[src/hw/smbm_pkg.sv]
// smbm_pkg: constants, types and the address compare for the
// slave address recognition block.
// assumes: one system clock, registers on a plain byte-wide port.
package smbm_pkg;
  // register addresses on the byte port
  localparam logic [7:0] ADDR_CTRL = 8'hF0;
  localparam logic [7:0] ADDR_DATA = 8'hF1;
  localparam logic [7:0] ADDR_STAT = 8'hF2;
  localparam logic [7:0] ADDR_IEN = 8'hF3;
  localparam logic [7:0] ADDR_SLV = 8'hF4;
  localparam logic [7:0] ADDR_MASK = 8'hF5;
  localparam logic [7:0] ADDR_ICLR = 8'hF6;
  // reset values
  localparam logic [7:0] SLV_RESET = 8'h00;
  localparam logic [7:0] MASK_RESET = 8'hFE;
  // control register bits
  localparam int CTRL_SI = 0;
  localparam int CTRL_ACK = 1;
  localparam int CTRL_ACKRQ = 2;
  localparam int CTRL_STA = 3;
  localparam int CTRL_RW = 4;
  // low bit of both address registers is the enable bit
  localparam int EN_BIT = 0;
  // event bits in status, enable and clear
  localparam int EV_W = 3;
  localparam int EV_ADDR = 0;
  localparam int EV_DATA = 1;
  localparam int EV_STOP = 2;
  localparam logic [3:0] BITS_PER_BYTE = 4'h8;
  localparam logic [6:0] GC_ADDR = 7'h00;

  typedef struct packed {
    logic [7:0] addr;
    logic [7:0] wdata;
    logic wr;
    logic rd;
  } smbm_req_type;

  typedef enum logic [4:0] {
    ST_IDLE = 5'b00001,
    ST_SHIFT = 5'b00010,
    ST_HOLD = 5'b00100,
    ST_ACK = 5'b01000,
    ST_SKIP = 5'b10000
  } smbm_state_type;

  // masked compare plus optional general call
  function automatic logic smbm_match(input logic [6:0] a,
      input logic [6:0] slv, input logic [6:0] mask, input logic gc);
    smbm_match = (((a ^ slv) & mask) == 7'h00) ||
                 (gc && (a == GC_ADDR));
  endfunction
endpackage

[src/hw/smbm_addr_match.sv]
// smbm_addr_match: slave side address recognition, hardware acknowledge
// and clock stretching of a two-wire serial port.
// assumes: SCL/SDA arrive asynchronously and are open drain outside;
// a register master on CLK with one-cycle strobes.
//
// The strobed register port was left to the implementer.
`timescale 1ns/1ps
module smbm_addr_match #(
  parameter int SYNC_DEPTH = 2
) (
  // clock and reset
  input wire logic CLK,
  input wire logic SRST,
  // register port
  input wire smbm_pkg::smbm_req_type REQ,
  output logic [7:0] RDATA,
  // serial clock pin
  input wire logic SCL_IN,
  output logic SCL_OUT,
  output logic SCL_OE,
  // serial data pin
  input wire logic SDA_IN,
  output logic SDA_OUT,
  output logic SDA_OE,
  // interrupt
  output logic IRQ
);
  import smbm_pkg::*;

  // a single flop cannot settle a metastable pin sample
  generate
    if (SYNC_DEPTH < 2) begin : g_bad_depth
      $error("SYNC_DEPTH must be at least 2");
    end
  endgenerate

  logic [SYNC_DEPTH-1:0] scl_sync;
  logic [SYNC_DEPTH-1:0] sda_sync;
  logic scl_d;
  logic sda_d;
  smbm_state_type state;
  smbm_state_type next_state;
  logic [3:0] bit_cnt;
  logic [3:0] next_cnt;
  logic [7:0] shreg;
  logic is_addr;
  logic next_is_addr;
  logic hw_mode;
  logic next_hw;
  logic ack_drive;
  logic next_drive;
  logic [6:0] slv;
  logic gc;
  logic [6:0] mask;
  logic hw_ack_enable;
  logic si;
  logic ack_bit;
  logic ackrq;
  logic sta;
  logic rw_q;
  logic [EV_W-1:0] stat;
  logic [EV_W-1:0] ien;
  logic [EV_W-1:0] ev;

  // pins: open drain, we only ever pull low
  assign SCL_OUT = 1'b0;
  assign SDA_OUT = 1'b0;

  // SYNC_DEPTH stage synchronisers (two by default); edges are taken after the last stage only
  always_ff @(posedge CLK) begin
    if (SRST) begin
      scl_sync <= '1;
      sda_sync <= '1;
      scl_d <= 1'b1;
      sda_d <= 1'b1;
    end else begin
      scl_sync <= {scl_sync[SYNC_DEPTH-2:0], SCL_IN};
      sda_sync <= {sda_sync[SYNC_DEPTH-2:0], SDA_IN};
      scl_d <= scl_sync[SYNC_DEPTH-1];
      sda_d <= sda_sync[SYNC_DEPTH-1];
    end
  end

  // bus conditions seen on the synchronised lines
  wire scl_s = scl_sync[SYNC_DEPTH-1];
  wire sda_s = sda_sync[SYNC_DEPTH-1];
  wire scl_rise = scl_s & ~scl_d;
  wire scl_fall = ~scl_s & scl_d;
  wire start_det = scl_s & scl_d & sda_d & ~sda_s;
  wire stop_det = scl_s & scl_d & ~sda_d & sda_s;
  wire bus_cond = start_det | stop_det;

  // register decode
  wire wr_ctrl = REQ.wr && (REQ.addr == ADDR_CTRL);
  wire wr_ien = REQ.wr && (REQ.addr == ADDR_IEN);
  wire wr_slv = REQ.wr && (REQ.addr == ADDR_SLV);
  wire wr_mask = REQ.wr && (REQ.addr == ADDR_MASK);
  wire wr_iclr = REQ.wr && (REQ.addr == ADDR_ICLR);

  // address compare on the seven upper bits of the received byte
  wire addr_hit = smbm_match(shreg[7:1], slv, mask, gc);
  wire byte_done = (state == ST_SHIFT) && scl_fall &&
                   (bit_cnt == BITS_PER_BYTE) && !bus_cond;
  wire ack_end = (state == ST_ACK) && scl_fall && !bus_cond;
  // byte handed to software: manual at the byte, hw after the ack bit
  wire hand_off = (byte_done && !hw_ack_enable) || (ack_end && hw_mode);
  wire si_set = hand_off;
  wire ackrq_set = byte_done && !hw_ack_enable;
  wire ackrq_clr = (state == ST_HOLD) && !si;

  assign ev[EV_ADDR] = hand_off && is_addr;
  assign ev[EV_DATA] = hand_off && !is_addr;
  assign ev[EV_STOP] = stop_det && (state != ST_IDLE);

  // byte state machine; start and stop override any state
  always_comb begin
    next_state = state;
    next_cnt = bit_cnt;
    next_is_addr = is_addr;
    next_hw = hw_mode;
    next_drive = ack_drive;
    if (stop_det) begin
      next_state = ST_IDLE;
      next_drive = 1'b0;
    end else if (start_det) begin
      next_state = ST_SHIFT;
      next_cnt = 4'h0;
      next_is_addr = 1'b1;
      next_drive = 1'b0;
    end else begin
      unique case (state)
        ST_IDLE, ST_SKIP: begin
        end
        ST_SHIFT: begin
          if (scl_rise) begin
            next_cnt = bit_cnt + 4'h1;
          end
          if (byte_done) begin
            next_hw = hw_ack_enable;
            if (hw_ack_enable && is_addr && !addr_hit) begin
              next_state = ST_SKIP;
            end else if (hw_ack_enable) begin
              next_state = ST_ACK;
              next_drive = 1'b1;
            end else begin
              next_state = ST_HOLD;
            end
          end
        end
        ST_HOLD: begin
          if (!si) begin
            next_state = ST_ACK;
            next_drive = ack_bit;
          end
        end
        ST_ACK: begin
          if (scl_fall) begin
            next_drive = 1'b0;
            next_cnt = 4'h0;
            next_is_addr = 1'b0;
            // slave transmit is not handled here: a read waits for stop
            next_state = (is_addr && shreg[0]) ? ST_SKIP : ST_SHIFT;
          end
        end
      endcase
    end
  end

  always_ff @(posedge CLK) begin
    if (SRST) begin
      state <= ST_IDLE;
      bit_cnt <= 4'h0;
      is_addr <= 1'b0;
      hw_mode <= 1'b0;
      ack_drive <= 1'b0;
    end else begin
      state <= next_state;
      bit_cnt <= next_cnt;
      is_addr <= next_is_addr;
      hw_mode <= next_hw;
      ack_drive <= next_drive;
    end
  end

  // shift on SCL rise, msb first
  always_ff @(posedge CLK) begin
    if (SRST) begin
      shreg <= 8'h00;
    end else if ((state == ST_SHIFT) && scl_rise && !bus_cond) begin
      shreg <= {shreg[6:0], sda_s};
    end
  end

  // address and mask registers
  always_ff @(posedge CLK) begin
    if (SRST) begin
      {slv, gc} <= SLV_RESET;
      {mask, hw_ack_enable} <= MASK_RESET;
    end else begin
      if (wr_slv) begin
        {slv, gc} <= REQ.wdata;
      end
      if (wr_mask) begin
        {mask, hw_ack_enable} <= REQ.wdata;
      end
    end
  end

  // control flags: hardware set wins over a software clear
  always_ff @(posedge CLK) begin
    if (SRST) begin
      si <= 1'b0;
      ack_bit <= 1'b0;
      ackrq <= 1'b0;
      sta <= 1'b0;
      rw_q <= 1'b0;
    end else begin
      si <= si_set | (wr_ctrl ? REQ.wdata[CTRL_SI] : si);
      sta <= ev[EV_ADDR] | (wr_ctrl ? REQ.wdata[CTRL_STA] : sta);
      ackrq <= ackrq_set | (ackrq & ~ackrq_clr);
      if (wr_ctrl) begin
        ack_bit <= REQ.wdata[CTRL_ACK];
      end
      if (ev[EV_ADDR]) begin
        rw_q <= shreg[0];
      end
    end
  end

  // sticky event bits, one per event
  genvar gi;
  generate
    for (gi = 0; gi < EV_W; gi++) begin : g_stat
      always_ff @(posedge CLK) begin
        if (SRST) begin
          stat[gi] <= 1'b0;
        end else begin
          stat[gi] <= ev[gi] | (stat[gi] & ~(wr_iclr & REQ.wdata[gi]));
        end
      end
    end
  endgenerate

  always_ff @(posedge CLK) begin
    if (SRST) begin
      ien <= '0;
    end else if (wr_ien) begin
      ien <= REQ.wdata[EV_W-1:0];
    end
  end

  // read mux; unmapped and write-only addresses read zero
  wire [7:0] ctrl_word = {3'h0, rw_q, sta, ackrq, ack_bit, si};
  wire [7:0] rd_word =
    (REQ.addr == ADDR_CTRL) ? ctrl_word :
    (REQ.addr == ADDR_DATA) ? shreg :
    (REQ.addr == ADDR_STAT) ? {{(8-EV_W){1'b0}}, stat} :
    (REQ.addr == ADDR_IEN) ? {{(8-EV_W){1'b0}}, ien} :
    (REQ.addr == ADDR_SLV) ? {slv, gc} :
    (REQ.addr == ADDR_MASK) ? {mask, hw_ack_enable} : 8'h00;

  always_ff @(posedge CLK) begin
    if (SRST) begin
      RDATA <= 8'h00;
    end else if (REQ.rd) begin
      RDATA <= rd_word;
    end
  end

  // outputs; stretching SCL through si keeps the master from racing
  // ahead of firmware, at the cost of bus speed
  assign SCL_OE = si;
  assign SDA_OE = ack_drive;
  assign IRQ = |(stat & ien);
endmodule // smbm_addr_match

[config.mk]
export PLATFORM = sky130hd
export DESIGN_NAME = smbm_addr_match
export DESIGN_NICKNAME = d
export VERILOG_FILES = /design/src/hw/smbm_pkg.sv /design/src/hw/smbm_addr_match.sv
export SDC_FILE = /design/constraint.sdc
export NUM_CORES = 1
export LEC_CHECK = 0
export ABC_AREA = 1
export BUFFER_PORTS_ARGS = -buffer_cell sky130_fd_sc_hd__buf_2
export CORE_ASPECT_RATIO = 0.6
export CORE_UTILIZATION = 30
export CTS_CLUSTER_DIAMETER = 200
export CTS_CLUSTER_SIZE = 24
export DETAILED_ROUTE_END_ITERATION = 6
export GPL_TIMING_DRIVEN = 1
export HOLD_SLACK_MARGIN = 0.05
export PLACE_DENSITY = 0.54
export SYNTH_ARGS = -nofsm -noshare
export SYNTH_HDL_FRONTEND = slang
export SYNTH_SLANG_ARGS = --single-unit
[constraint.sdc]
create_clock -name CLK -period 4.55 [get_ports CLK]
set_clock_uncertainty 0.05 [all_clocks]
set_input_delay 0.455 -clock CLK [delete_from_list [all_inputs] [get_ports CLK]]
set_output_delay 0.455 -clock CLK [all_outputs]
set_load 0.1 [all_outputs]
Word-level counts from Yosys, hierarchy flattened

Index checks and enable logic that the tools add are counted.

Register bits after elaboration: 61
Input bits: 22
Output and inout bits: 13
Logic and storage cells: 154

Add/subtract/negate cells: 1
Equality and inequality tests: 21
Multiplexer cells: 28
Bitwise operators: 34
Reduce and logical (&&, ||, !) cells: 45

Operators with widths:

| kind                                          | count |
|---|---|
| == test 8 bit, second input constant          | 7 |
| 2-to-1 mux 8 bit                              | 6 |
| 2-to-1 mux 5 bit                              | 5 |
| logical AND 1 bit                             | 22 |
| 2-to-1 mux 4 bit                              | 4 |
| AND reduction 4 bit                           | 4 |
| one-hot mux 5 bit (3 select lines)            | 1 |
| AND 1 bit                                     | 14 |
| logical NOT 7 bit                             | 2 |
| inequality test 3 bit, second input constant  | 4 |
| inequality test 2 bit, second input constant  | 5 |
| inverter 1 bit                                | 10 |
| 2-to-1 mux 1 bit                              | 9 |
| one-hot mux 4 bit (2 select lines)            | 1 |
| AND 7 bit                                     | 1 |
| OR 1 bit                                      | 7 |
| bitwise XOR 7 bit                             | 1 |
| AND reduction 6 bit                           | 1 |
| nonzero test 3 bit                            | 2 |
| OR reduction 3 bit                            | 2 |
| == test 5 x 2 -> 1 bit, second input constant | 1 |
| == test 5 x 3 -> 1 bit, second input constant | 1 |
| == test 5 x 4 -> 1 bit, second input constant | 1 |
| logical NOT 1 bit                             | 5 |
| other kinds (11)                              | 13 |

Depth between registers and ports, before layout

Gate-level depths: netlist (run 1).

Depth after elaboration: 10
Depth in mapped cells: 11
Gate-level depth less buffers: 11

Worst setup path after synthesis (run 1)

Ideal clock, no wire load.

Path kind: reg2out
From: register ien[2]
To: output IRQ
Arrival: 1.916 ns
Data required time: 4.045 ns
Path slack: 2.129 ns
Cell stages (with the launch flop): 3
Path buffers: 0
Cell sequence: dfxtp_1 -> inv_1 -> o221ai_1

Longest elaborated chain between the ends: 2

Ends and longest elaborated chain:

| what                   | RTL line               | text |
|---|---|---|
| from (decl)            | smbm_addr_match.sv:62  | `logic [EV_W-1:0] ien;` |
| from (signal assigned) | smbm_addr_match.sv:248 | `ien <= REQ.wdata[EV_W-1:0];` |
| AND 3 bit              | smbm_addr_match.sv:274 | `assign IRQ = \|(stat & ien);` |
| OR reduction 3 bit     | smbm_addr_match.sv:274 |  |
| to (decl)              | smbm_addr_match.sv:26  | `output logic IRQ` |

Every way passes these cells.

Worst setup path in the final report (run 1)

From: register stat[1]
To: output IRQ

Longest elaborated chain between the ends: 2

Ends and longest elaborated chain:

| what                              | RTL line               | text |
|---|---|---|
| from (decl)                       | smbm_addr_match.sv:61  | `logic [EV_W-1:0] stat;` |
| from (signal, indexed assignment) | smbm_addr_match.sv:238 | `stat[gi] <= ev[gi] \| (stat[gi] & ~(wr_iclr & REQ.wdata[gi]));` |
| AND 3 bit                         | smbm_addr_match.sv:274 |  |
| OR reduction 3 bit                | smbm_addr_match.sv:274 |  |

Every way passes these cells.

==> results.toml, run 1 <==
[outcome]
status = "finished clean"

[yosys]
synth-edff-count = 0
yosysSeqAreaShare_pct = 40.1
synthDistinctLibCells = 34
synth_top_family_by_area = "simple AND/OR/NAND/NOR gates"
ys_ff_latch = 61
synthXorXnorAreaFrac_pct = 0
synth_area_sq_mm = 0.00304
synth_compound_area_share_pct = 17.2
async_reset_ff_share_pct = 0
synth_top_area_share_pct = 40.1
synth_mux_area_share_pct = 0
yosysMostFrequentCell = "nand2_1"
netlist_instances = 432
synth-simple-area-share_pct = 32.8
yosysTopAreaCell = "dfxtp_1"
synth_warnings = 0
synth_area_leaders = "dfxtp_1 40%, nand2_1 12%, a21oi_1 8.2%, nand3_1 6.6%, inv_1 6.0%"
synth.avg_cell_area_sq_um = 7.04
synth_ff_type = "dfxtp_1"
synthAdderAreaFrac_pct = 0.822
synth_common_cells = "95 x nand2_1, 61 x dfxtp_1, 50 x a21oi_1"

[grt]
grt_max_degree = 35
grt_pass1_wl_microns = 13600
grt_usage_pct = 17.2
overflow = 0
grt_pass1_vias = 2563
antenna_found_initial = 0

[clock_tree]
cts_tree = "yes"
clkLatencyLatePin_ns = 0.33
clock_path_buffers = 2
numCtsBuffers = 9
cts_setup_buffers = 0
clkSinkCount = 61
root_buffer = "clkbuf_16"
ctsHoldBuffers = 0
clk_pin_slew_ns = 0.05
cts_resized = 0
htreeDepth = 3

[timing]
slew_headroom_pct = 37.9
final.setup.tns_ns = 0
rsz0062_at_grt = "false"
fin_crit_ns = 1.84
worst_slew_pin_slew_ns = 0.931
hold_viol_final = 0
fin_ws_ns = 2.71
fmax_mhz = 544
maxSlewViolCount = 0
final.period_utilization_pct = 40.4
whs_ns = 0.299
setup_viol = 0

[pwr]
ir_drop_uv = 190
leakagePower_nw = 1.52
p_per_area_mw_per_mm2 = 355

[worst_setup_path]
crit_path_end = "IRQ"
path_max_fanout = 2
end_kind = "output port"
startpoint_type = "flop"
r2r_end = "rw_q"
reg2reg_slack_ns = 2.87
path_class = "reg2out"
r2r-start = "bit_cnt[0]"
rr_worst_depth = 9
critPathLaunch = "stat[1]"
crit_required_ns = 4.05
arrival_ns = 1.33

[layout]
n_antenna_cell = 0
fin_nets = 491
drive_gt1_share_pct = 19.1
fillers = 1030
instances_no_fill = 607
area_growth_pct = 19.0

[die]
dieArea_sq_mm = 0.0106
ios = 35
core_sq_mm = 0.00984
fp-row-count = 28
start_util_pct = 30.9
die_w_microns = 132
die_h_microns = 80.0

[detailed_routing]
drc = 0
drt_first_iter_violations = 286
ant_nets = 0
via_count = 2913
wire_per_inst_microns = 14.1
routed_wirelength_microns = 8560
via_per_inst = 4.80
first_pass_iters = 5

[place]
hpwl_microns = 6580
io_buffer_count = 32
place.gp.congestion = 0.829
dp.cells = 591
pre_cts_slack_ns = 2.52

[job]
maxCapViolCount = 0

[min_path]
hold_depth = 2
hp-class = "in2reg"
-- power by group --
| part | total [mW] | internal [mW] | switching (mW) |
|---|---|---|---|
| registers | 0.544 | 0.540 | 0.00398 |
| logic | 0.0731 | 0.0193 | 0.0538 |
| clock network | 0.668 | 0.426 | 0.243 |
| total | 1.29 | 0.985 | 0.300 |
-- layout make-up --
cell class / instances / area (sq um) / area share [%]
multi-input cells: 305 / 1550 / 42.9
well taps: 135 / 169 / 4.67
clock inverters: 3 / 17.5 / 0.484
repair buffers: 32 / 160 / 4.42
inverters: 58 / 218 / 6.01
clock buffers: 13 / 280 / 7.74
flip-flops and latches: 61 / 1220 / 33.7
-- flip-flops by register name, summed over array words and instances (netlist names), 2 cells and up --
name      flops
ien           3
state         5
stat          3
RDATA         8
slv           7
mask          7
bit_cnt       4
scl_sync      2
sda_sync      2
shreg         8
-- worst min path at each step --
stage                     slack [ns]   startpoint           to
after floorplan                 0.34  scl_sync[0]  scl_sync[1]
after global placement          0.34  sda_sync[0]  sda_sync[1]
after detailed placement        0.35  sda_sync[0]  sda_sync[1]
after CTS                       0.29       SDA_IN  sda_sync[0]
after global routing            0.30       SDA_IN  sda_sync[0]
final                           0.30       SDA_IN  sda_sync[0]
-- cell usage in the layout, fill, tap and decap left out --
cell	instances
nand2_1	95
nand4_4	1
clkinv_1	1
nand3_4	1
nor3_2	5
nand3_2	1
clkbuf_8	4
conb_1	2
o31ai_1	1
nor3_1	5
o21ai_0	35
nor2_2	4
a31oi_1	1
o21ai_1	3
buf_2	32
inv_2	8
clkinv_2	2
dfxtp_1	61
nor2_4	7
or2_2	4
a21boi_1	1
nand3_1	40
a21oi_1	50
nand4_1	7
inv_1	49
o221ai_1	1
o21ai_2	4
nand4_2	1
nand2_2	5
nor2_1	27
clkbuf_16	9
o22ai_1	1
ha_1	2
o21bai_2	1
clkinvlp_4	1
-- worst max-delay path: stages (launching register included) --
cell	delay, ns
dfxtp_1	0.33
inv_1	0.06
o221ai_1	0.16
buf_2	0.45
-- metrics by stage --
stage / power (mW) / util, % / cell area, sq um
floorplan: 0.605 / - / 3050
global placement: 0.628 / 33.7 / 3320
detailed placement: 0.628 / 33.7 / 3320
CTS: 1.29 / 36.8 / 3620
global route: 1.33 / 36.8 / 3620
finish: 1.29 / 36.8 / 3620
-- logic make-up after synthesis --
logic type / after synthesis
and+or+nand+nor: 203
AOI/OAI and AO/OA: 98
buffers and inverters: 67
DFF: 61
adders and majority gates: 2
other: 1
-- per-layer routing --
metal | GRT usage [%] | up-vias | part of all wire (%)
met3 | 6.16 | 7 | 9.5
li1 | - | 1483 | -
met4 | 3.84 | 0 | 0.67
met5 | 0 | - | 0
met1 | 26.2 | 1327 | 54
met2 | 21.7 | 96 | 35
No activity file was read; power rests on OpenSTA's default activity.
==> run 2: changes to the inputs <==
- clock period: 4.55 -> 1.71 ns (I/O delays scaled with it)
==> results.toml, run 2 (synthesized netlist as in run 1, its figures left out) <==
[layout]
fin_nets = 504
reg_top3 = "RDATA: 8 flops, shreg: 8 flops"
n_antenna_cell = 0
area_growth_pct = 24.6
final_area_sq_mm = 0.00379
final_common_cell = "nand2_1"
drive_gt1_share_pct = 21.3
final_cell_mix = "95 x nand2_1, 58 x dfxtp_1, 50 x a21oi_1"

[pwr]
p_clk_share_pct = 52.5
leakagePower_nw = 1.57
switching_share_pct = 23.2
switchingPower_uw = 814
ir_drop_uv = 468
internal_power_mw = 2.70
power_frac_comb_pct = 6.2
power_mw = 3.51
power_frac_seq_pct = 41.2
p_per_area_mw_per_mm2 = 926

[timing]
fin_crit_ns = 1.59
final.period_utilization_pct = 93.1
setup_viol = 0
fin_ws_ns = 0.119
hold_viol_final = 0
fmax_mhz = 628
maxSlewViolCount = 0

[worst_setup_path]
crit_slowest_cell = "buf_2"
rr_worst_depth = 8
r2r_end = "state[3]"
reg2reg_slack_ns = 0.12
critPathTopFamily = "buffers and inverters"
arrival_ns = 1.37
crit_chain = "inv_1 > o221ai_2 > buf_2"
end_kind = "output port"
slowest_delay_ns = 0.45
path_max_fanout = 2
crit_buf_inv = 2
path_class = "reg2out"
crit_required_ns = 1.49
r2r-start = "state[1]"
startpoint_type = "flop"

[min_path]
hold_depth = 3
hp-start = "REQ[5]"
hp-class = "in2reg"
holdPathEnd = "mask[2]"

[die]
dieArea_sq_mm = 0.0106
die_h_microns = 80.0
die_w_microns = 132
fp-row-count = 28
core_sq_mm = 0.00984
ios = 35
start_util_pct = 30.9

[detailed_routing]
via_count = 2922
met2_length_microns = 3090
dr.max_layer_used = "met4"
routedLengthMet1_microns = 4760
wire_per_inst_microns = 14.1
first_pass_iters = 4
wl_met3_microns = 759
drc = 0
ant_nets = 0
via_per_inst = 4.72
drt_first_iter_violations = 195
routed_wirelength_microns = 8750

[place]
pre_cts_slack_ns = 0.112
io_buffer_count = 32
place.gp.congestion = 0.893
hpwl_microns = 6740
place_area_sq_mm = 0.00339

[job]
maxCapViolCount = 0

[clock_tree]
htreeDepth = 3
clk_pin_slew_ns = 0.05
cts_tree = "yes"
clkSinkCount = 61
clkLatencyLatePin_ns = 0.34
numCtsBuffers = 9
clock_path_buffers = 2
root_buffer = "clkbuf_16"

[outcome]
status = "finished clean"

[grt]
grt_usage_pct = 17.8
grt_pass1_wl_microns = 14000
grt_max_degree = 27
grt_pass1_vias = 2713
antenna_found_initial = 0
overflow = 0
==> run 2: tightest hold or removal path: cells and delay by family <==
family,cells,cell delay [ns]
buf+inv,1,0.14
simple gates,2,0.13
==> run 2: worst max path at each step <==
stage	startpoint	slack, ns	end	depth (start not counted)
after floorplan	ien[2]	0.22	IRQ	2
final	ien[1]	0.12	IRQ	3
after CTS	bit_cnt[0]	0.10	rw_q	9
after global routing	state[1]	-0.005	SDA_OE	9
after global placement	REQ[15]	0.17	RDATA[2]	10
after detailed placement	bit_cnt[0]	0.11	rw_q	9
==> run 2: timing repair <==
item	in CTS	in global routing
hold endpoints to repair	6	0
buffers inserted	0	1
hold buffers	6	0
endpoints found under the setup margin	0	3
gates resized for setup	0	8
==> run 2: routing by layer <==
metal | vias up | GRT usage [%]
li1 | 1517 | -
met1 | 1302 | 26.6
met2 | 91 | 22.7
met3 | 12 | 6.10
met4 | 0 | 5.81
met5 | - | 0
==> run 2: metrics by stage <==
stage           TNS, ns  instances  hold WS, ns  utilization, %
6_report              0        619       0.0971            38.5
5_1_grt        -0.00570        619        0.105            38.5
4_1_cts               0        618       0.0858            38.1
3_5_place_dp          0        597        0.310            34.4
3_3_place_gp          0        597        0.304            34.4
2_1_floorplan         0        433        0.225               -
==> run 2: final cells by class <==
class                           count  area, sq um
Clock buffer                       11          253
Fill cell                        1015         6050
Tap cell                          135          169
Multi-Input combinational cell    305         1600
Sequential cell                    61         1220
Timing Repair Buffer               45          285
Inverter                           58          218
Clock inverter                      4         47.5
==> run 2: power groups by stage <==
| stage | logic, mW | registers (mW) | clock network [mW] |
|---|---|---|---|
| floorplan | 0.121 | 1.49 | 0 |
| global placement | 0.204 | 1.48 | 0 |
| detailed placement | 0.205 | 1.48 | 0 |
| CTS | 0.216 | 1.45 | 1.87 |
| global route | 0.240 | 1.45 | 1.93 |
| finish | 0.219 | 1.45 | 1.85 |
